$ cat src/hw/tpwm_pkg.sv
// tpwm_pkg: register map, field positions, reset values and constants of the timer/pwm block
package tpwm_pkg;
    // register word indexes; the byte address is four times the index
    localparam logic [7:0] IDX_COUNTER   = 8'h10;   // counter_value
    localparam logic [7:0] IDX_CTRL_ONE  = 8'h11;   // timer_control_one
    localparam logic [7:0] IDX_CTRL_TWO  = 8'h12;   // timer_control_two
    localparam logic [7:0] IDX_DUTY_LOW  = 8'h13;   // pwm_duty_low
    localparam logic [7:0] IDX_HIGH_RELD = 8'h20;   // high_reload_bits holding register
    localparam int         ADDR_W        = 8;       // avalon word address width
    // timer_control_one fields
    localparam int BIT_TIMER_EN  = 0;
    localparam int BIT_RELOAD    = 1;
    localparam int BIT_ONE_SHOT  = 2;
    localparam int BIT_POLARITY  = 6;
    localparam int BIT_PWM_OE    = 7;
    // timer_control_two fields
    localparam int BIT_PSEL_LO   = 0;
    localparam int BIT_PS_DIS    = 3;
    localparam int BIT_EXT_EDGE  = 4;
    localparam int BIT_CLK_SRC   = 5;
    // high_reload_bits fields
    localparam int BIT_DUTY_HI   = 0;
    localparam int BIT_RELD_HI   = 4;
    // reset values
    localparam logic [7:0] RST_CTRL_ONE  = 8'h00;
    localparam logic [7:0] RST_CTRL_TWO  = 8'h3F;
    localparam logic [7:0] RST_BYTE      = 8'h00;
    // counter constants
    localparam int         CNT_W         = 10;
    localparam logic [9:0] CNT_ALL_ONES  = 10'h3FF;
    localparam logic [9:0] CNT_ZERO      = 10'h000;
    localparam logic [31:0] UNMAPPED_RD  = 32'h0000_0000;
endpackage : tpwm_pkg

$ cat src/hw/tpwm_prescaler.sv
// tpwm_prescaler: divide-by-2^(sel+1) tick generator for the timer clock events
`timescale 1ns/100ps
`default_nettype none
module tpwm_prescaler #(
    parameter int PS_W = 8                   // prescaler counter width
) (
    input  wire logic       clk_sys_i,       // system clock
    input  wire logic       rst_n_i,         // synchronised reset, active low
    input  wire logic       event_i,         // raw timer clock event
    input  wire logic       disable_i,       // prescaler bypass, active high
    input  wire logic [2:0] select_i,        // divide select
    output logic            tick_o           // prescaled event
);
    if (PS_W != 8) begin : g_bad_width
        $error("tpwm_prescaler: PS_W must be 8");
    end

    logic [PS_W-1:0] ps_cnt;                 // free prescaler count
    logic [PS_W-1:0] next_ps_cnt;
    logic [PS_W-1:0] mask;                   // low bits that must all be set

    // next count and tick: tick on the event that wraps the selected low bits
    always_comb begin
        mask        = PS_W'((9'h001 << (select_i + 4'h1)) - 9'h001);
        next_ps_cnt = ps_cnt;
        tick_o      = 1'b0;
        if (disable_i) begin
            next_ps_cnt = '0;                // held clear while bypassed
            tick_o      = event_i;
        end else if (event_i) begin
            next_ps_cnt = ps_cnt + PS_W'(1);
            tick_o      = ((ps_cnt & mask) == mask);
        end
    end

    // register the count; select changes mid-count may give a short period
    always_ff @(posedge clk_sys_i or negedge rst_n_i) begin
        if (!rst_n_i) ps_cnt <= '0;
        else          ps_cnt <= next_ps_cnt;
    end
endmodule : tpwm_prescaler
`default_nettype wire

$ cat src/hw/tpwm_timer.sv
// tpwm_timer: 10-bit down counter with prescaler and pwm channel, avalon-mm slave
// Function
// - counter read returns low eight counter bits
// - counter write loads high reload bits plus byte
// - non-stop no reload: underflow loads 0x3FF
// - non-stop reload: underflow loads reload value
// - one-shot counts down once then stops
// - reload select matters only in non-stop mode
// - polarity bit one makes pwm active low
// - output enable routes pwm to port pad
// - prescaler divides by two to the select plus one
// - external edge bit picks falling or rising edge
// - clock source bit picks external or instruction clock
// - frame from reload, duty from high bits and duty
`timescale 1ns/100ps
`default_nettype none
module tpwm_timer #(
    parameter int INSTR_DIV = 2                      // system clocks per instruction clock
) (
    input  wire logic        clk_sys_i,              // system clock, 100 MHz
    input  wire logic        rst_n_i,                // asynchronous reset, active low
    input  wire logic [7:0]  avs_address,            // word address
    input  wire logic        avs_read,               // read request
    input  wire logic        avs_write,              // write request
    input  wire logic [31:0] avs_writedata,          // write data, low byte used
    input  wire logic [3:0]  avs_byteenable,         // byte lanes
    output logic [31:0]      avs_readdata,           // read data
    output logic             avs_waitrequest,        // stall
    input  wire logic        external_clock_pin_i,   // external timer clock pin
    input  wire logic        gpio_out_i,             // port bit value when used as gpio
    input  wire logic        gpio_oe_n_i,            // port bit enable when used as gpio
    output logic             port_a_bit_two_pad_o,   // pad output value
    output logic             port_a_bit_two_pad_oe_n_o, // pad output enable, low drives
    output logic             pwm_channel_o           // pwm waveform after polarity
);
    if (INSTR_DIV < 1 || INSTR_DIV > 255) begin : g_bad_div
        $error("tpwm_timer: INSTR_DIV out of range");
    end

    // reset release through two flops
    // so every flop below leaves reset on one clock edge
    logic rst_meta_n;                                // first stage
    logic rst_n;                                     // synchronised reset

    always_ff @(posedge clk_sys_i or negedge rst_n_i) begin
        if (!rst_n_i) begin
            rst_meta_n <= 1'b0;
            rst_n      <= 1'b0;
        end else begin
            rst_meta_n <= 1'b1;
            rst_n      <= rst_meta_n;
        end
    end

    // --- register file state ---
    logic [7:0] ctrl_one;                            // timer_control_one
    logic [7:0] ctrl_two;                            // timer_control_two
    logic [7:0] duty_low;                            // pwm_duty_low
    logic [7:0] high_reload_bits;                    // high reload and duty bits
    logic [7:0] reload_low;                          // low reload byte written via counter

    logic [7:0] next_ctrl_one;
    logic [7:0] next_ctrl_two;
    logic [7:0] next_duty_low;
    logic [7:0] next_high_reload_bits;
    logic [7:0] next_reload_low;

    logic       ack;                                 // one-cycle answer phase
    logic       next_ack;

    logic [31:0] next_readdata;
    logic        load_cnt;                           // counter write strobe

    // access accepted when request seen and not yet answered
    // writes act at the first edge; the master holds them to the answer
    logic req;

    assign req             = (avs_read | avs_write) & ~ack;
    assign avs_waitrequest = (avs_read | avs_write) & ~ack;

    // decode a word address into a register hit
    function automatic logic hit(input logic [7:0] addr, input logic [7:0] idx);
        hit = (addr == idx);
    endfunction : hit

    // --- timer state ---
    logic [9:0] count;                               // 10-bit down counter
    logic [9:0] next_count;

    logic       stopped;                             // one-shot done flag
    logic       next_stopped;

    // register write and read-data next values
    always_comb begin
        next_ctrl_one         = ctrl_one;
        next_ctrl_two         = ctrl_two;
        next_duty_low         = duty_low;
        next_high_reload_bits = high_reload_bits;
        next_reload_low       = reload_low;
        next_ack              = req;                 // answer one cycle after request
        next_readdata         = avs_readdata;
        load_cnt              = 1'b0;

        if (req && avs_write && avs_byteenable[0]) begin
            if (hit(avs_address, tpwm_pkg::IDX_COUNTER)) begin
                next_reload_low = avs_writedata[7:0];
                load_cnt        = 1'b1;
            end else if (hit(avs_address, tpwm_pkg::IDX_CTRL_ONE)) begin
                next_ctrl_one = avs_writedata[7:0];
            end else if (hit(avs_address, tpwm_pkg::IDX_CTRL_TWO)) begin
                next_ctrl_two = avs_writedata[7:0];  // divide change is software's duty
            end else if (hit(avs_address, tpwm_pkg::IDX_DUTY_LOW)) begin
                next_duty_low = avs_writedata[7:0];
            end else if (hit(avs_address, tpwm_pkg::IDX_HIGH_RELD)) begin
                next_high_reload_bits = avs_writedata[7:0];
            end
        end

        // read data are registered and stand in the answer cycle
        if (req && avs_read) begin
            if (hit(avs_address, tpwm_pkg::IDX_COUNTER))
                next_readdata = {24'h00_0000, count[7:0]};
            else if (hit(avs_address, tpwm_pkg::IDX_CTRL_ONE))
                next_readdata = {24'h00_0000, ctrl_one[7:6], 3'b000, ctrl_one[2:0]};
            else if (hit(avs_address, tpwm_pkg::IDX_CTRL_TWO))
                next_readdata = {24'h00_0000, 2'b00, ctrl_two[5:0]};
            else if (hit(avs_address, tpwm_pkg::IDX_HIGH_RELD))
                next_readdata = {24'h00_0000, high_reload_bits};
            else
                next_readdata = tpwm_pkg::UNMAPPED_RD;  // duty is write-only, reads zero
        end
    end

    // register file and bus answer flops
    always_ff @(posedge clk_sys_i or negedge rst_n) begin
        if (!rst_n) begin
            ctrl_one         <= tpwm_pkg::RST_CTRL_ONE;
            ctrl_two         <= tpwm_pkg::RST_CTRL_TWO;
            duty_low         <= tpwm_pkg::RST_BYTE;
            high_reload_bits <= tpwm_pkg::RST_BYTE;
            reload_low       <= tpwm_pkg::RST_BYTE;
            ack              <= 1'b0;
            avs_readdata     <= 32'h0000_0000;
        end else begin
            ctrl_one         <= next_ctrl_one;
            ctrl_two         <= next_ctrl_two;
            duty_low         <= next_duty_low;
            high_reload_bits <= next_high_reload_bits;
            reload_low       <= next_reload_low;
            ack              <= next_ack;
            avs_readdata     <= next_readdata;
        end
    end

    // field views
    logic       timer_enable_bit;
    logic       reload_select_bit;
    logic       one_shot_bit;
    logic       pwm_polarity_bit;
    logic       pwm_output_enable_bit;

    logic       clock_source_bit;
    logic       external_edge_bit;
    logic       prescaler_disable_bit;
    logic [2:0] prescaler_divide_select;
    logic [9:0] reload_value;                        // frame length
    logic [9:0] duty_value;                          // duty threshold

    assign timer_enable_bit        = ctrl_one[tpwm_pkg::BIT_TIMER_EN];
    assign reload_select_bit       = ctrl_one[tpwm_pkg::BIT_RELOAD];
    assign one_shot_bit            = ctrl_one[tpwm_pkg::BIT_ONE_SHOT];
    assign pwm_polarity_bit        = ctrl_one[tpwm_pkg::BIT_POLARITY];
    assign pwm_output_enable_bit   = ctrl_one[tpwm_pkg::BIT_PWM_OE];

    assign prescaler_divide_select = ctrl_two[tpwm_pkg::BIT_PSEL_LO +: 3];
    assign prescaler_disable_bit   = ctrl_two[tpwm_pkg::BIT_PS_DIS];
    assign external_edge_bit       = ctrl_two[tpwm_pkg::BIT_EXT_EDGE];
    assign clock_source_bit        = ctrl_two[tpwm_pkg::BIT_CLK_SRC];

    assign reload_value = {high_reload_bits[tpwm_pkg::BIT_RELD_HI +: 2], reload_low};
    assign duty_value   = {high_reload_bits[tpwm_pkg::BIT_DUTY_HI +: 2], duty_low};

    // external pin: two-flop synchroniser, then a third flop for edge detect
    logic ext_meta;                                  // first stage, read only by ext_sync
    logic ext_sync;                                  // synchronised level
    logic ext_prev;                                  // previous synchronised level
    // reset leaves the timer off, so a first edge after it is harmless
    always_ff @(posedge clk_sys_i or negedge rst_n) begin
        if (!rst_n) begin
            ext_meta <= 1'b0;
            ext_sync <= 1'b0;
            ext_prev <= 1'b0;
        end else begin
            ext_meta <= external_clock_pin_i;
            ext_sync <= ext_meta;
            ext_prev <= ext_sync;
        end
    end

    // instruction clock tick from a system-clock divider
    logic [7:0] instr_cnt;                           // divider count
    logic [7:0] next_instr_cnt;
    logic       instr_tick;                          // one instruction clock

    always_comb begin
        instr_tick     = (instr_cnt == 8'(INSTR_DIV - 1));
        next_instr_cnt = instr_tick ? 8'h00 : instr_cnt + 8'h01;
    end

    always_ff @(posedge clk_sys_i or negedge rst_n) begin
        if (!rst_n) instr_cnt <= 8'h00;
        else        instr_cnt <= next_instr_cnt;
    end

    // pick edge and source
    logic ext_event;                                 // selected pin edge
    logic raw_event;                                 // chosen timer clock event
    logic tick;                                      // prescaled event

    always_comb begin
        ext_event = external_edge_bit ? (ext_prev & ~ext_sync)   // falling
                                      : (~ext_prev & ext_sync);  // rising
        raw_event = clock_source_bit ? ext_event : instr_tick;
    end

    // prescaler on the chosen event, bypassed while disabled
    tpwm_prescaler #(
        .PS_W (8)
    ) tpwm_prescaler_i (
        .clk_sys_i (clk_sys_i),
        .rst_n_i   (rst_n),
        .event_i   (raw_event),
        .disable_i (prescaler_disable_bit),
        .select_i  (prescaler_divide_select),
        .tick_o    (tick)
    );

    // counter next value: load on write, else count per mode
    // a write beats a tick in the same cycle: software restarts the count
    always_comb begin
        next_count   = count;
        next_stopped = stopped;

        if (load_cnt) begin
            next_count   = {high_reload_bits[tpwm_pkg::BIT_RELD_HI +: 2],
                            avs_writedata[7:0]};
            next_stopped = 1'b0;
        end else if (timer_enable_bit && tick && !stopped) begin
            if (count != tpwm_pkg::CNT_ZERO) begin
                next_count = count - 10'h001;
            end else if (one_shot_bit) begin
                next_stopped = 1'b1;
            end else if (reload_select_bit) begin
                next_count = reload_value;
            end else begin
                next_count = tpwm_pkg::CNT_ALL_ONES;
            end
        end

        if (!one_shot_bit) next_stopped = 1'b0;              // leaving one-shot rearms
    end

    // counter flops; counter resets to zero as its power-up value is undefined
    always_ff @(posedge clk_sys_i or negedge rst_n) begin
        if (!rst_n) begin
            count   <= tpwm_pkg::CNT_ZERO;
            stopped <= 1'b0;
        end else begin
            count   <= next_count;
            stopped <= next_stopped;
        end
    end

    // pwm and pad outputs, all from flops
    logic pwm_active;
    logic next_pwm;
    logic next_pad;
    logic next_pad_oe_n;

    always_comb begin
        pwm_active    = timer_enable_bit && (count <= duty_value);
        next_pwm      = pwm_active ^ pwm_polarity_bit;
        next_pad      = pwm_output_enable_bit ? next_pwm : gpio_out_i;
        next_pad_oe_n = pwm_output_enable_bit ? 1'b0 : gpio_oe_n_i;
    end

    // output flops; the pad is released while reset holds
    always_ff @(posedge clk_sys_i or negedge rst_n) begin
        if (!rst_n) begin
            pwm_channel_o             <= 1'b0;
            port_a_bit_two_pad_o      <= 1'b0;
            port_a_bit_two_pad_oe_n_o <= 1'b1;
        end else begin
            pwm_channel_o             <= next_pwm;
            port_a_bit_two_pad_o      <= next_pad;
            port_a_bit_two_pad_oe_n_o <= next_pad_oe_n;
        end
    end
endmodule : tpwm_timer
`default_nettype wire

$ cat config.mk
export PLATFORM = sky130hd
export DESIGN_NAME = tpwm_timer
export DESIGN_NICKNAME = d
export VERILOG_FILES = /design/src/hw/tpwm_pkg.sv /design/src/hw/tpwm_prescaler.sv /design/src/hw/tpwm_timer.sv
export SDC_FILE = /design/constraint.sdc
export NUM_CORES = 1
export LEC_CHECK = 0
export BUFFER_PORTS_ARGS = -buffer_cell sky130_fd_sc_hd__buf_4
export CORE_AREA = 2 2 97 99
export CTS_CLUSTER_DIAMETER = 200
export DETAILED_ROUTE_END_ITERATION = 12
export DIE_AREA = 0 0 99 101
export HOLD_SLACK_MARGIN = 0.06
export PLACE_DENSITY = 0.8
export SYNTH_ARGS = -nofsm -noshare
export SYNTH_HDL_FRONTEND = slang
export SYNTH_HIERARCHICAL = 1
export SYNTH_SLANG_ARGS = --single-unit
$ cat constraint.sdc
create_clock -name clk_sys_i -period 3 [get_ports clk_sys_i]
set_clock_uncertainty 0.05 [all_clocks]
set_input_delay 0 -clock clk_sys_i [delete_from_list [all_inputs] [get_ports clk_sys_i]]
set_output_delay 0 -clock clk_sys_i [all_outputs]
set_load 0.005 [all_outputs]
==> results of run 1 <==
[worst reg2reg max path: stages, from the launching register on]
cell and delay, ps:
sky130_fd_sc_hd__dfrtp_1 390, sky130_fd_sc_hd__inv_1 70, sky130_fd_sc_hd__ha_1 140, sky130_fd_sc_hd__or4b_4 470, sky130_fd_sc_hd__nor4_4 240, sky130_fd_sc_hd__nor2_1 80
sky130_fd_sc_hd__a21oi_2 140, sky130_fd_sc_hd__o31a_1 150, sky130_fd_sc_hd__o21a_1 140, sky130_fd_sc_hd__nand3b_1 130, sky130_fd_sc_hd__buf_4 190, sky130_fd_sc_hd__o21a_4 240
sky130_fd_sc_hd__a32oi_1 190, sky130_fd_sc_hd__nand2_1 90
[metal layers]
metal | vias to the layer above | routed length, µm | global-route usage, %
met4 | 0 | 347 | 10.5
met2 | 129 | 4890 | 34.3
li1 | 1642 | - | -
met5 | - | 0 | 0
met1 | 1682 | 4290 | 27.3
met3 | 35 | 560 | 3.74
[registers in the layout, summed over array words and instances (netlist names)]
| signal | count |
|---|---|
| ack | 1 |
| avs_readdata | 8 |
| count | 10 |
| ctrl_one | 5 |
| ctrl_two | 6 |
| duty_low | 8 |
| ext_meta | 1 |
| ext_prev | 1 |
| ext_sync | 1 |
| high_reload_bits | 8 |
| instr_cnt | 8 |
| port_a_bit_two_pad_o | 1 |
| port_a_bit_two_pad_oe_n_o | 1 |
| pwm_channel_o | 1 |
| reload_low | 8 |
| rst_meta_n | 1 |
| rst_n | 1 |
| stopped | 1 |
| tpwm_prescaler_i/ps_cnt | 8 |
[power by group through the flow]
| stage | registers, W | clock network (W) | logic [W] |
|---|---|---|---|
| after floorplan | 0.00126 | 0 | 0.000452 |
| after global placement | 0.00130 | 0 | 0.000531 |
| after detailed placement | 0.00130 | 0 | 0.000554 |
| after CTS | 0.00128 | 0.000903 | 0.000580 |
| after global routing | 0.00130 | 0.000944 | 0.000662 |
| final | 0.00128 | 0.000890 | 0.000595 |
[metrics by stage]
stage                     setup WS, ps  std cells  instance area (µm²)  total power, W
after floorplan                   44.4        464                 4490         0.00171
after global placement            90.8        580                 4700         0.00183
after detailed placement          9.10        580                 4700         0.00186
after CTS                          155        619                 5170         0.00277
after global routing              13.5        619                 5180         0.00291
final                              167        619                 5180         0.00277
[layout by cell type, fill, tap and decap left out, types with 3 or more instances in the layout]
cell type	n
sky130_fd_sc_hd__buf_4	45
sky130_fd_sc_hd__dfstp_2	7
sky130_fd_sc_hd__or2_2	3
sky130_fd_sc_hd__nor2_1	21
sky130_fd_sc_hd__a222oi_1	5
sky130_fd_sc_hd__xnor2_1	6
sky130_fd_sc_hd__o31ai_1	6
sky130_fd_sc_hd__nand2b_1	9
sky130_fd_sc_hd__conb_1	26
sky130_fd_sc_hd__nand4_1	6
sky130_fd_sc_hd__nor3_1	5
sky130_fd_sc_hd__nand3_1	15
sky130_fd_sc_hd__a21oi_1	14
sky130_fd_sc_hd__nor2b_1	16
sky130_fd_sc_hd__nand3b_1	3
sky130_fd_sc_hd__and3_1	5
sky130_fd_sc_hd__a32oi_1	5
sky130_fd_sc_hd__inv_1	20
sky130_fd_sc_hd__and3b_1	3
sky130_fd_sc_hd__a22oi_1	3
sky130_fd_sc_hd__dlygate4sd3_1	21
sky130_fd_sc_hd__or3_1	7
sky130_fd_sc_hd__or4_1	4
sky130_fd_sc_hd__mux2_2	25
sky130_fd_sc_hd__dfrtp_1	71
sky130_fd_sc_hd__xor2_1	8
sky130_fd_sc_hd__o21ai_0	27
sky130_fd_sc_hd__clkbuf_8	9
sky130_fd_sc_hd__nand2_1	48
sky130_fd_sc_hd__ha_1	14
[area by class of cell]
| class | instances | area, µm² | area share (%) |
|---|---|---|---|
| timing repair buffer | 66 | 548 | 10.6 |
| clock buffer | 9 | 124 | 2.39 |
| multi-input combinational | 327 | 2210 | 42.6 |
| tap | 111 | 139 | 2.68 |
| clock inverter | 7 | 97.6 | 1.88 |
| sequential | 79 | 1990 | 38.4 |
| inverter | 20 | 75.1 | 1.45 |
[kinds of logic (layout without fill, tap and decap cells)]
| group | Yosys count | in the layout | share of synthesized area (%) |
|---|---|---|---|
| AO/OA/AOI/OAI | 83 | 83 | 12.7 |
| XOR/XNOR | 14 | 14 | 2.79 |
| adder cells (fa/ha/maj) | 15 | 15 | 4.27 |
| buffers and inverters | 58 | 102 | 7.40 |
| flip-flops | 79 | 79 | 45.2 |
| multiplexers | 27 | 27 | 6.97 |
| other | 3 | 26 | 0.256 |
| AND/OR/NAND/NOR | 162 | 162 | 20.4 |
[worst max-delay path by stage]
stage / start / endpoint / slack, ps
floorplan: instr_cnt[1] / count[8] / 40
global placement: instr_cnt[1] / count[3] / 90
detailed placement: instr_cnt[1] / count[3] / 9
CTS: instr_cnt[1] / count[6] / 160
global route: instr_cnt[1] / count[6] / 10
finish: instr_cnt[1] / count[6] / 170
[what timing repair did]
action,4_1_cts,5_1_grt
setup endpoints to repair,6,2
setup buffers,2,0
hold buffers,21,0
pin swaps,2,0
resized for setup,4,2
gates cloned,0,0
hold endpoints to repair,54,0
==> impl_results.md, run 1 <==
* Run status: completed
* Via count at 3488
* Hold Crit Depth at 5
* Deepest level of the CTS H-tree at 3
* Sink of the worst hold path: avs_readdata[1]
* Max-cap check violation count at 0
* Post-synth top area share at 41.0%
* Sequential Power Share at 46.4%
* Cell types with the highest counts after synthesis: sky130_fd_sc_hd__dfrtp_1, sky130_fd_sc_hd__nand2_1, sky130_fd_sc_hd__o21ai_0
* Setup slack of the most critical reg-to-reg path at 170 ps
* Max Slew Vio Count at 0
* Clock Sinks at 79
* Leading cell type by number of instances after synthesis: sky130_fd_sc_hd__dfrtp_1
* Final weighted congestion in routability-driven placement at 0.924
* Number of antenna-violating nets in the routed design at 0
* Wire length per cell after detailed routing at 16.3 µm
* Final setup fails at 0
* Worst Reg2Reg Path Length in Cells at 13
* Fin util at 57.7%
* Biggest area consumer among synthesized cells: sky130_fd_sc_hd__dfrtp_1
* Crit path max fanout at 8
* Area enclosed by the die boundary at 10000 µm²
* Max-slew headroom at the worst pin at 35.6%
* Placement Rows at 35
* Initial drt markers at 242
* Wire length of the first global-routing pass at 16500 µm
* Max stage delay on crit path at 470 ps
* Routed vias/inst at 5.63
* Number of detailed-route iterations in the first pass at 5
* Switch share at 32.5%
* Power share of the clock group at 32.1%
* Fraction of final layout cells sized beyond drive strength 1 at 22.6%
* Overall overflow remaining after global route at 0
* Boundary pin count at 87
* Maximum clock insertion buffer count at 2
* Global router's overall resource usage at 21.1%
* Reg-to-reg startpoint: instr_cnt[1]
* Worst-skew pair later-pin latency at 360 ps
* Power density over cell area at 534 nW/µm²
* Cells taking the most area after synthesis: sky130_fd_sc_hd__dfrtp_1, sky130_fd_sc_hd__mux2_2, sky130_fd_sc_hd__buf_4
* Core Box Area at 8980 µm²
* Gate count after technology mapping at 441
* Distinct cell type count of the synthesized netlist at 63
* Worst R2R End: count[6]
* Int Pwr at 0.00187 W
* Critical Path End Type: flip-flop
* FFs w/ async S/R, synth at 100%
* Total Negative Setup Slacks at 0 ps
* Arrival time worst endpoint at 3020 ps
* Net Switching at 0.000901 W
* Total inserted antenna cells at 0
* Crit-path cells: inv_1 -> ha_1 -> or4b_4 -> nor4_4 -> nor2_1 -> a21oi_2 -> o31a_1 -> o21a_1 -> nand3b_1 -> buf_4 -> o21a_4 -> a32oi_1 -> nand2_1
* Width of the chip at 99 µm
* Vertical die dimension at 101 µm
* Max stage delay cell, worst path: sky130_fd_sc_hd__or4b_4
* Count of final hold-check violations at 0
* Warning count from the yosys run at 6
* Area Overhead vs Synth at 17.9%
* Flip-flop and latch count after synthesis at 79
* Count of nets after finishing at 569
* Start point of the worst hold path: avs_address[7]
* Clk Tree Root Cell: sky130_fd_sc_hd__clkbuf_8
* Worst path bufs/invs at 2
* Pin count of the biggest net entering global routing at 78
* Filler Cells Inserted at 731
* Maximum clock rate at 0.353 GHz
* Port-buffer cells at 35
* Clock transition at the registers of the reported paths at 90 ps
* Power share of the combinational group at 21.5%
* Leak pwr at 2.44 nW
* Top flip-flop cell by instance count after synthesis: sky130_fd_sc_hd__dfrtp_1
* Largest delay share family, worst path: simple AND/OR/NAND/NOR gates
* Area of the mapped netlist at 4400 µm²
* Kind of critical path: flip-flop to flip-flop
* HPWL reported at the end of detailed placement at 7030 µm
* Total length of routed wires at 10100 µm
* Clock buffer count from CTS at 9
* CP startpoint kind: flip-flop
* Number of global-route vias before repair at 3413
* Tightest Hold Check Type: primary input to flip-flop
* Post-route DRC violation count at 0
* Worst-Margin Slew at 967 ps
* Post-route worst hold slack at 103 ps
* Required time of the worst setup path at 3190 ps
* Number of synthesized flops with an enable pin at 0
* Setup repair after global routing missed its margin: no
* Number of antenna violations at the first check in global routing at 0
* Crit. path cell count at 13
* Post-Syn Area per Cell at 9.97 µm²
* Initial Utilization at 49.0%
* Final critical path time including I/O delays and setup at 2830 ps
* TritonCTS clock tree: yes
* Final Cycle Share at 94.4%
* Highest ir drop seen on vdd at 0.198 mV
* Sequential-to-total area share from yosys stat at 45.2%
(Power assumes the default switching activity.)
==> run 2, diff against run 1 <==
--- a/config.mk
+++ b/config.mk
@@ -12,6 +12,7 @@
 export DIE_AREA = 0 0 99 101
 export HOLD_SLACK_MARGIN = 0.06
 export PLACE_DENSITY = 0.8
+export RECOVER_POWER = 50
 export SYNTH_ARGS = -nofsm -noshare
 export SYNTH_HDL_FRONTEND = slang
 export SYNTH_HIERARCHICAL = 1
==> run 2 against run 1 <==
  * The run now ends with max-capacitance violations, max-slew violations left
  * Routed wire length is 0.12% higher
  * Sequential power about the same
  * Worst hold slack lost 7.4 ps
  * Global-route usage did not move
  * Combinational power about the same
  * Sequential share of layout area about the same
  * Sequential cell count unchanged
  * Utilization fell by 0.11 points
  * Critical path type unchanged
  * Highest routed layer unchanged
==> impl_results.md, run 2 (synthesis results as in run 1) <==
* Run status: finished with violations (was completed)
* Number of antenna-violating nets in the routed design at 0 (unchanged)
* Failing checks: max-capacitance violations, max-slew violations
* Most common cell after layout, fill and taps aside: sky130_fd_sc_hd__dfrtp_1 (unchanged)
* HPWL reported at the end of detailed placement at 7030 µm (unchanged)
* Max stage delay cell, worst path: sky130_fd_sc_hd__or4b_4 (unchanged)
* Final setup fails at 0 (unchanged)
* Boundary pin count at 87 (unchanged)
* Placement Rows at 35 (unchanged)
* Total length of routed wires at 10100 µm (about the same)
* Max Slew Vio Count at 78 (was 0)
* Max-slew headroom at the worst pin at -8.81% (was 35.6%)
* Commonest non-fill, non-tap cells in the layout: sky130_fd_sc_hd__dfrtp_1, sky130_fd_sc_hd__nand2_1, sky130_fd_sc_hd__buf_4 (unchanged)
* Power density over cell area at 535 nW/µm² (was 534 nW/µm²)
* Crit-path cells: inv_1 -> ha_1 -> or4b_4 -> nor4_4 -> nor2_1 -> a21oi_2 -> o31a_1 -> o21a_1 -> nand3b_1 -> buf_4 -> o21a_4 -> a32oi_1 -> nand2_1 (unchanged)
* Setup repair after global routing missed its margin: no (unchanged)
* Highest ir drop seen on vdd at 0.196 mV (was 0.198 mV)
* Core Box Area at 8980 µm² (unchanged)
* Total inserted antenna cells at 0 (unchanged)
* Initial drt markers at 209 (was 242)
* Required time of the worst setup path at 3190 ps (about the same)
* Crit path max fanout at 8 (unchanged)
* Via count at 3476 (was 3488)
* Number of antenna violations at the first check in global routing at 0 (unchanged)
* Max stage delay on crit path at 470 ps (about the same)
* Final weighted congestion in routability-driven placement at 0.924 (unchanged)
* Vertical die dimension at 101 µm (unchanged)
* Clock buffer count from CTS at 9 (unchanged)
* Largest register FFs at 10 (unchanged)
* Worst-skew pair later-pin latency at 360 ps (about the same)
* Maximum clock insertion buffer count at 2 (unchanged)
* Area enclosed by the die boundary at 10000 µm² (unchanged)
* Largest delay share family, worst path: simple AND/OR/NAND/NOR gates (unchanged)
* Area Overhead vs Synth at 17.7% (was 17.9%)
* Post-route worst hold slack at 95.8 ps (was 103 ps)
* Register containing the most flip-flops in the final layout: count (unchanged)
* Port-buffer cells at 35 (unchanged)
* Final critical path time including I/O delays and setup at 2850 ps (was 2830 ps)
* Tightest Hold Check Type: primary input to flip-flop (unchanged)
* Total Negative Setup Slacks at 0 ps (unchanged)
* Count of nets after finishing at 569 (unchanged)
* Critical Path End Type: flip-flop (unchanged)
* Leak pwr at 2.43 nW (was 2.44 nW)
* Count of final hold-check violations at 0 (unchanged)
* Global router's overall resource usage at 21.1% (unchanged)
* Arrival time worst endpoint at 3040 ps (was 3020 ps)
* Clk Tree Root Cell: sky130_fd_sc_hd__clkbuf_8 (unchanged)
* Worst path bufs/invs at 2 (unchanged)
* Fin util at 57.6% (was 57.7%)
* Maximum clock rate at 0.351 GHz (was 0.353 GHz)
* Final Cycle Share at 95.0% (was 94.4%)
* Initial Utilization at 49.0% (unchanged)
* Max-cap check violation count at 1 (was 0)
* CP startpoint kind: flip-flop (unchanged)
* Number of global-route vias before repair at 3413 (unchanged)
* Number of detailed-route iterations in the first pass at 7 (was 5)
* Worst-Margin Slew at 1630 ps (was 967 ps)
* Clock Sinks at 79 (unchanged)
* Wire length per cell after detailed routing at 16.3 µm (about the same)
* Overall overflow remaining after global route at 0 (unchanged)
* Wire length of the first global-routing pass at 16500 µm (unchanged)
* Clock transition at the registers of the reported paths at 80 ps (was 90 ps)
* Pin count of the biggest net entering global routing at 78 (unchanged)
* Routed vias/inst at 5.62 (was 5.63)
* Post-route DRC violation count at 0 (unchanged)
* Kind of critical path: flip-flop to flip-flop (unchanged)
* TritonCTS clock tree: yes (unchanged)
* Deepest level of the CTS H-tree at 3 (unchanged)
* Width of the chip at 99 µm (unchanged)
* Fraction of final layout cells sized beyond drive strength 1 at 22.2% (was 22.6%)
[run 2: cell count changes in the layout (fill, tap and decap cells not counted), sizes merged]
cell / previous run / this run
buf: 45 / 30
clkbuf: 9 / 24
[run 2: metal layers]
layer	track usage (%)	vias up	wire (µm)
met5	0	-	0
met1	27.3	1679	4320
met2	34.3	123	4910
li1	-	1641	-
met4	10.5	0	344
met3	3.74	33	530
[run 2: metrics by stage]
step / setup slack [ps] / cell area, µm² / power [W] / std cells
floorplan: 44.4 / 4490 / 0.00171 / 464
global placement: 90.8 / 4700 / 0.00183 / 580
detailed placement: 9.10 / 4700 / 0.00186 / 580
CTS: 155 / 5170 / 0.00277 / 619
global route: 13.5 / 5170 / 0.00291 / 619
finish: 151 / 5170 / 0.00277 / 619
[run 2: path summary, 6_finish.rpt]
path                                    to  depth (start not counted)  slack (ps)      startpoint
max                               count[6]                         13         150    instr_cnt[1]
min in group asynchronous       rst_meta_n                          3         470         rst_n_i
min                        avs_readdata[0]                          5         100  avs_address[7]
max reg2reg                       count[6]                         13         150    instr_cnt[1]
min reg2reg                       ext_sync                          0         310        ext_meta
max in group asynchronous  avs_readdata[0]                          0        1270           rst_n
[run 2: report_power, final]
part           switching (W)  leakage, nW  internal [W]
combinational       0.000341         1.29      0.000253
clock               0.000418        0.105      0.000470
sequential          0.000141         1.03       0.00114
[run 2: final cells by class]
cell class                 instances  area, µm²
fill                             734       3800
multi-input combinational        327       2210
sequential                        79       1990
timing repair buffer              66        541
tap                              111        139
clock buffer                       9        124
clock inverter                     7       97.6
inverter                          20       75.1
[run 2: worst register-to-register path, stage by stage, from the launching register on]
cell	delay (ps)
sky130_fd_sc_hd__dfrtp_1	390
sky130_fd_sc_hd__inv_1	70
sky130_fd_sc_hd__ha_1	140
sky130_fd_sc_hd__or4b_4	470
sky130_fd_sc_hd__nor4_4	240
sky130_fd_sc_hd__nor2_1	80
sky130_fd_sc_hd__a21oi_2	140
sky130_fd_sc_hd__o31a_1	150
sky130_fd_sc_hd__o21a_1	140
sky130_fd_sc_hd__nand3b_1	140
sky130_fd_sc_hd__buf_4	190
sky130_fd_sc_hd__o21a_4	240
sky130_fd_sc_hd__a32oi_1	190
sky130_fd_sc_hd__nand2_1	90
[run 2: repair_timing]
item,in CTS,in global routing
setup endpoints to repair,6,2
gates resized for setup,4,2
hold endpoints to repair,54,0
setup buffers,2,0
pin swaps,2,0
hold buffers,21,0
==> run 3, diff against run 2 <==
--- a/config.mk
+++ b/config.mk
@@ -6,11 +6,12 @@
 export NUM_CORES = 1
 export LEC_CHECK = 0
 export BUFFER_PORTS_ARGS = -buffer_cell sky130_fd_sc_hd__buf_4
-export CORE_AREA = 2 2 97 99
+export CORE_AREA = 5 5 100 102
 export CTS_CLUSTER_DIAMETER = 200
 export DETAILED_ROUTE_END_ITERATION = 12
-export DIE_AREA = 0 0 99 101
+export DIE_AREA = 0 0 105 107
 export HOLD_SLACK_MARGIN = 0.06
+export MAX_ROUTING_LAYER = met4
 export PLACE_DENSITY = 0.8
 export RECOVER_POWER = 50
 export SYNTH_ARGS = -nofsm -noshare
==> run 3 against run 2 <==
  * The run still ends with max-capacitance violations, max-slew violations left
  * Largest power group unchanged
  * Non-clock buffer count rose by 1
  * Register-to-register slack improved by 30 ps
  * First-iteration DRC count rose by 58%
  * Power fell by 0.85%
  * Count of clock-buffer cells in the layout rose by 4
  * Worst hold slack improved by 14 ps
  * Sequential power barely moved
  * Design area rose by 0.15%
==> impl_results.md, run 3 (synthesis results as in run 1) <==
* Run status: finished with violations (unchanged)
* Failing checks: max-capacitance violations, max-slew violations (unchanged)
* Non-filler cells in the finished layout at 620 (was 619)
* Initial Utilization at 48.7% (was 49.0%)
* Port-buffer cells at 35 (unchanged)
* Critical Path End Type: flip-flop (unchanged)
* Clock transition at the registers of the reported paths at 80 ps (about the same)
* Overall overflow remaining after global route at 0 (unchanged)
* Met2 track demand over resource at 30.7% (was 34.3%)
* Global router's overall resource usage at 18.9% (was 21.1%)
* Worst-Margin Slew at 1620 ps (was 1630 ps)
* Placement Rows at 35 (unchanged)
* Kind of critical path: flip-flop to flip-flop (unchanged)
* Leak pwr at 2.43 nW (about the same)
* Deepest level of the CTS H-tree at 3 (unchanged)
* Met3 routing resource usage after global routing at 3.07% (was 3.74%)
* Final Cycle Share at 94.0% (was 95.0%)
* Max-cap check violation count at 1 (unchanged)
* Crit. Startpoint: instr_cnt[0] (was instr_cnt[1])
* Power density over cell area at 530 nW/µm² (was 535 nW/µm²)
* Commonest non-fill, non-tap cells in the layout: sky130_fd_sc_hd__dfrtp_1, sky130_fd_sc_hd__nand2_1, sky130_fd_sc_hd__buf_4 (unchanged)
* Number of detailed-route iterations in the first pass at 5 (was 7)
* Total inserted antenna cells at 0 (unchanged)
* Crit path max fanout at 5 (was 8)
* CP startpoint kind: flip-flop (unchanged)
* Busiest layer in global routing: met2 (unchanged)
* Width of the chip at 105 µm (was 99 µm)
* Worst Reg2Reg Path Length in Cells at 10 (was 13)
* Start point of the worst hold path: avs_address[7] (unchanged)
* TritonCTS clock tree: yes (unchanged)
* Fraction of met1 tracks used by global routing at 23.9% (was 27.3%)
* Wire length per cell after detailed routing at 16.1 µm (was 16.3 µm)
* Count of final hold-check violations at 0 (unchanged)
* Number of cells in the design after placement at 579 (was 580)
* Routed vias/inst at 5.60 (was 5.62)
* Hold Crit Depth at 5 (unchanged)
* Largest delay share family, worst path: simple AND/OR/NAND/NOR gates (unchanged)
* Initial drt markers at 330 (was 209)
* Final critical path time including I/O delays and setup at 2820 ps (was 2850 ps)
* Arrival time worst endpoint at 3040 ps (about the same)
* Required time of the worst setup path at 3220 ps (was 3190 ps)
* Via count at 3475 (was 3476)
* Reg-to-reg startpoint: instr_cnt[0] (was instr_cnt[1])
* Filler Cells Inserted at 739 (was 734)
* Setup repair after global routing missed its margin: no (unchanged)
* Area Overhead vs Synth at 17.8% (was 17.7%)
* Clock Sinks at 79 (unchanged)
* Most common cell after layout, fill and taps aside: sky130_fd_sc_hd__dfrtp_1 (unchanged)
* Post-route DRC violation count at 0 (unchanged)
* Register containing the most flip-flops in the final layout: count (unchanged)
* Final weighted congestion in routability-driven placement at 0.924 (about the same)
* Vertical die dimension at 107 µm (was 101 µm)
* Highest ir drop seen on vdd at 0.243 mV (was 0.196 mV)
* Tightest Hold Check Type: primary input to flip-flop (unchanged)
* Pin count of the biggest net entering global routing at 78 (unchanged)
* Fraction of final layout cells sized beyond drive strength 1 at 21.8% (was 22.2%)
* Crit. path cell count at 10 (was 13)
* Number of antenna-violating nets in the routed design at 0 (unchanged)
* Core Box Area at 9020 µm² (was 8980 µm²)
* Max Slew Vio Count at 78 (unchanged)
* Clock buffer count from CTS at 9 (unchanged)
* Final setup fails at 0 (unchanged)
* Boundary pin count at 87 (unchanged)
* Total length of routed wires at 10000 µm (was 10100 µm)
* HPWL reported at the end of detailed placement at 7160 µm (was 7030 µm)
* Crit-path cells: ha_1 -> or4b_4 -> nor4_4 -> nor2_1 -> a21oi_2 -> o31a_1 -> o21a_1 -> nand3b_1 -> or4_1 -> a31oi_1 (was inv_1 -> ha_1 -> or4b_4 -> nor4_4 -> nor2_1 -> a21oi_2 -> o31a_1 -> o21a_1 -> nand3b_1 -> buf_4 -> o21a_4 -> a32oi_1 -> nand2_1)
* Number of antenna violations at the first check in global routing at 0 (unchanged)
* Maximum clock rate at 0.355 GHz (was 0.351 GHz)
* Total Negative Setup Slacks at 0 ps (unchanged)
* Area enclosed by the die boundary at 11200 µm² (was 10000 µm²)
* Post-placement cell area at 4700 µm² (about the same)
* Largest register FFs at 10 (unchanged)
* Max stage delay on crit path at 540 ps (was 470 ps)
* Max-slew headroom at the worst pin at -8.05% (was -8.81%)
* Wire length of the first global-routing pass at 16800 µm (was 16500 µm)
* Maximum clock insertion buffer count at 2 (unchanged)
* Worst-skew pair later-pin latency at 350 ps (was 360 ps)
* Clk Tree Root Cell: sky130_fd_sc_hd__clkbuf_8 (unchanged)
* Worst path bufs/invs at 0 (was 2)
* Number of global-route vias before repair at 3387 (was 3413)
* Max stage delay cell, worst path: sky130_fd_sc_hd__or4_1 (was sky130_fd_sc_hd__or4b_4)
* Finished Cell Area at 5180 µm² (was 5170 µm²)
* Count of nets after finishing at 570 (was 569)
-- run 3: what timing repair did --
action                     in CTS  in global routing
pin swaps                       0                  1
setup endpoints to repair       1                 10
hold endpoints to repair       54                  0
hold buffers                   21                  0
buffers inserted                0                  4
gates resized for setup         1                  5
-- run 3: worst paths after layout --
path | end | slack [ps]
min in group asynchronous | rst_meta_n | 460
setup reg to reg | count[8] | 180
hold reg to reg | rst_n | 310
hold / removal | avs_readdata[1] | 110
setup / recovery | count[8] | 180
max in group asynchronous | count[6] | 1270
-- run 3: final cells by class --
cell class,instances,area [µm²],share of cell area (%)
multi-input cells,327,2210,42.8
flip-flops and latches,79,1990,38.4
repair buffers,67,548,10.6
clock buffers,13,149,2.87
well taps,111,139,2.68
inverters,20,75.1,1.45
clock inverters,3,67.6,1.30
-- run 3: routing by layer --
| layer | wire length (µm) | up-vias | share of wire (%) |
|---|---|---|---|
| met3 | 659 | 15 | 6.6 |
| li1 | - | 1648 | - |
| met1 | 4230 | 1684 | 42 |
| met4 | 156 | 0 | 1.6 |
| met2 | 4960 | 128 | 50 |
| met5 | 0 | - | 0 |
-- run 3: power breakdown --
group	internal (W)	total [W]	switching, W	leakage [nW]
logic	0.000254	0.000593	0.000339	1.30
registers	0.00115	0.00128	0.000139	1.03
clock network	0.000493	0.000867	0.000374	0.104
total	0.00189	0.00274	0.000852	2.43
-- run 3: worst reg2reg max path, stage by stage (launching register included) --
cell                       delay (ps)
sky130_fd_sc_hd__dfrtp_1          420
sky130_fd_sc_hd__ha_1             170
sky130_fd_sc_hd__or4b_4           470
sky130_fd_sc_hd__nor4_4           300
sky130_fd_sc_hd__nor2_1            80
sky130_fd_sc_hd__a21oi_2          130
sky130_fd_sc_hd__o31a_1           150
sky130_fd_sc_hd__o21a_1           150
sky130_fd_sc_hd__nand3b_1         120
sky130_fd_sc_hd__or4_1            540
sky130_fd_sc_hd__a31oi_1          160
-- run 3: per-stage QoR --
stage / hold WS, ps / setup WS, ps / utilization, % / power, W
after floorplan: -346 / 44.4 / - / 0.00171
final: 110 / 179 / 57.4 / 0.00274
after detailed placement: -264 / 16.5 / 52.1 / 0.00186
after CTS: 95.1 / 3.19 / 56.9 / 0.00275
after global placement: -265 / 102 / 52.1 / 0.00183
after global routing: 114 / 8.61 / 57.4 / 0.00291
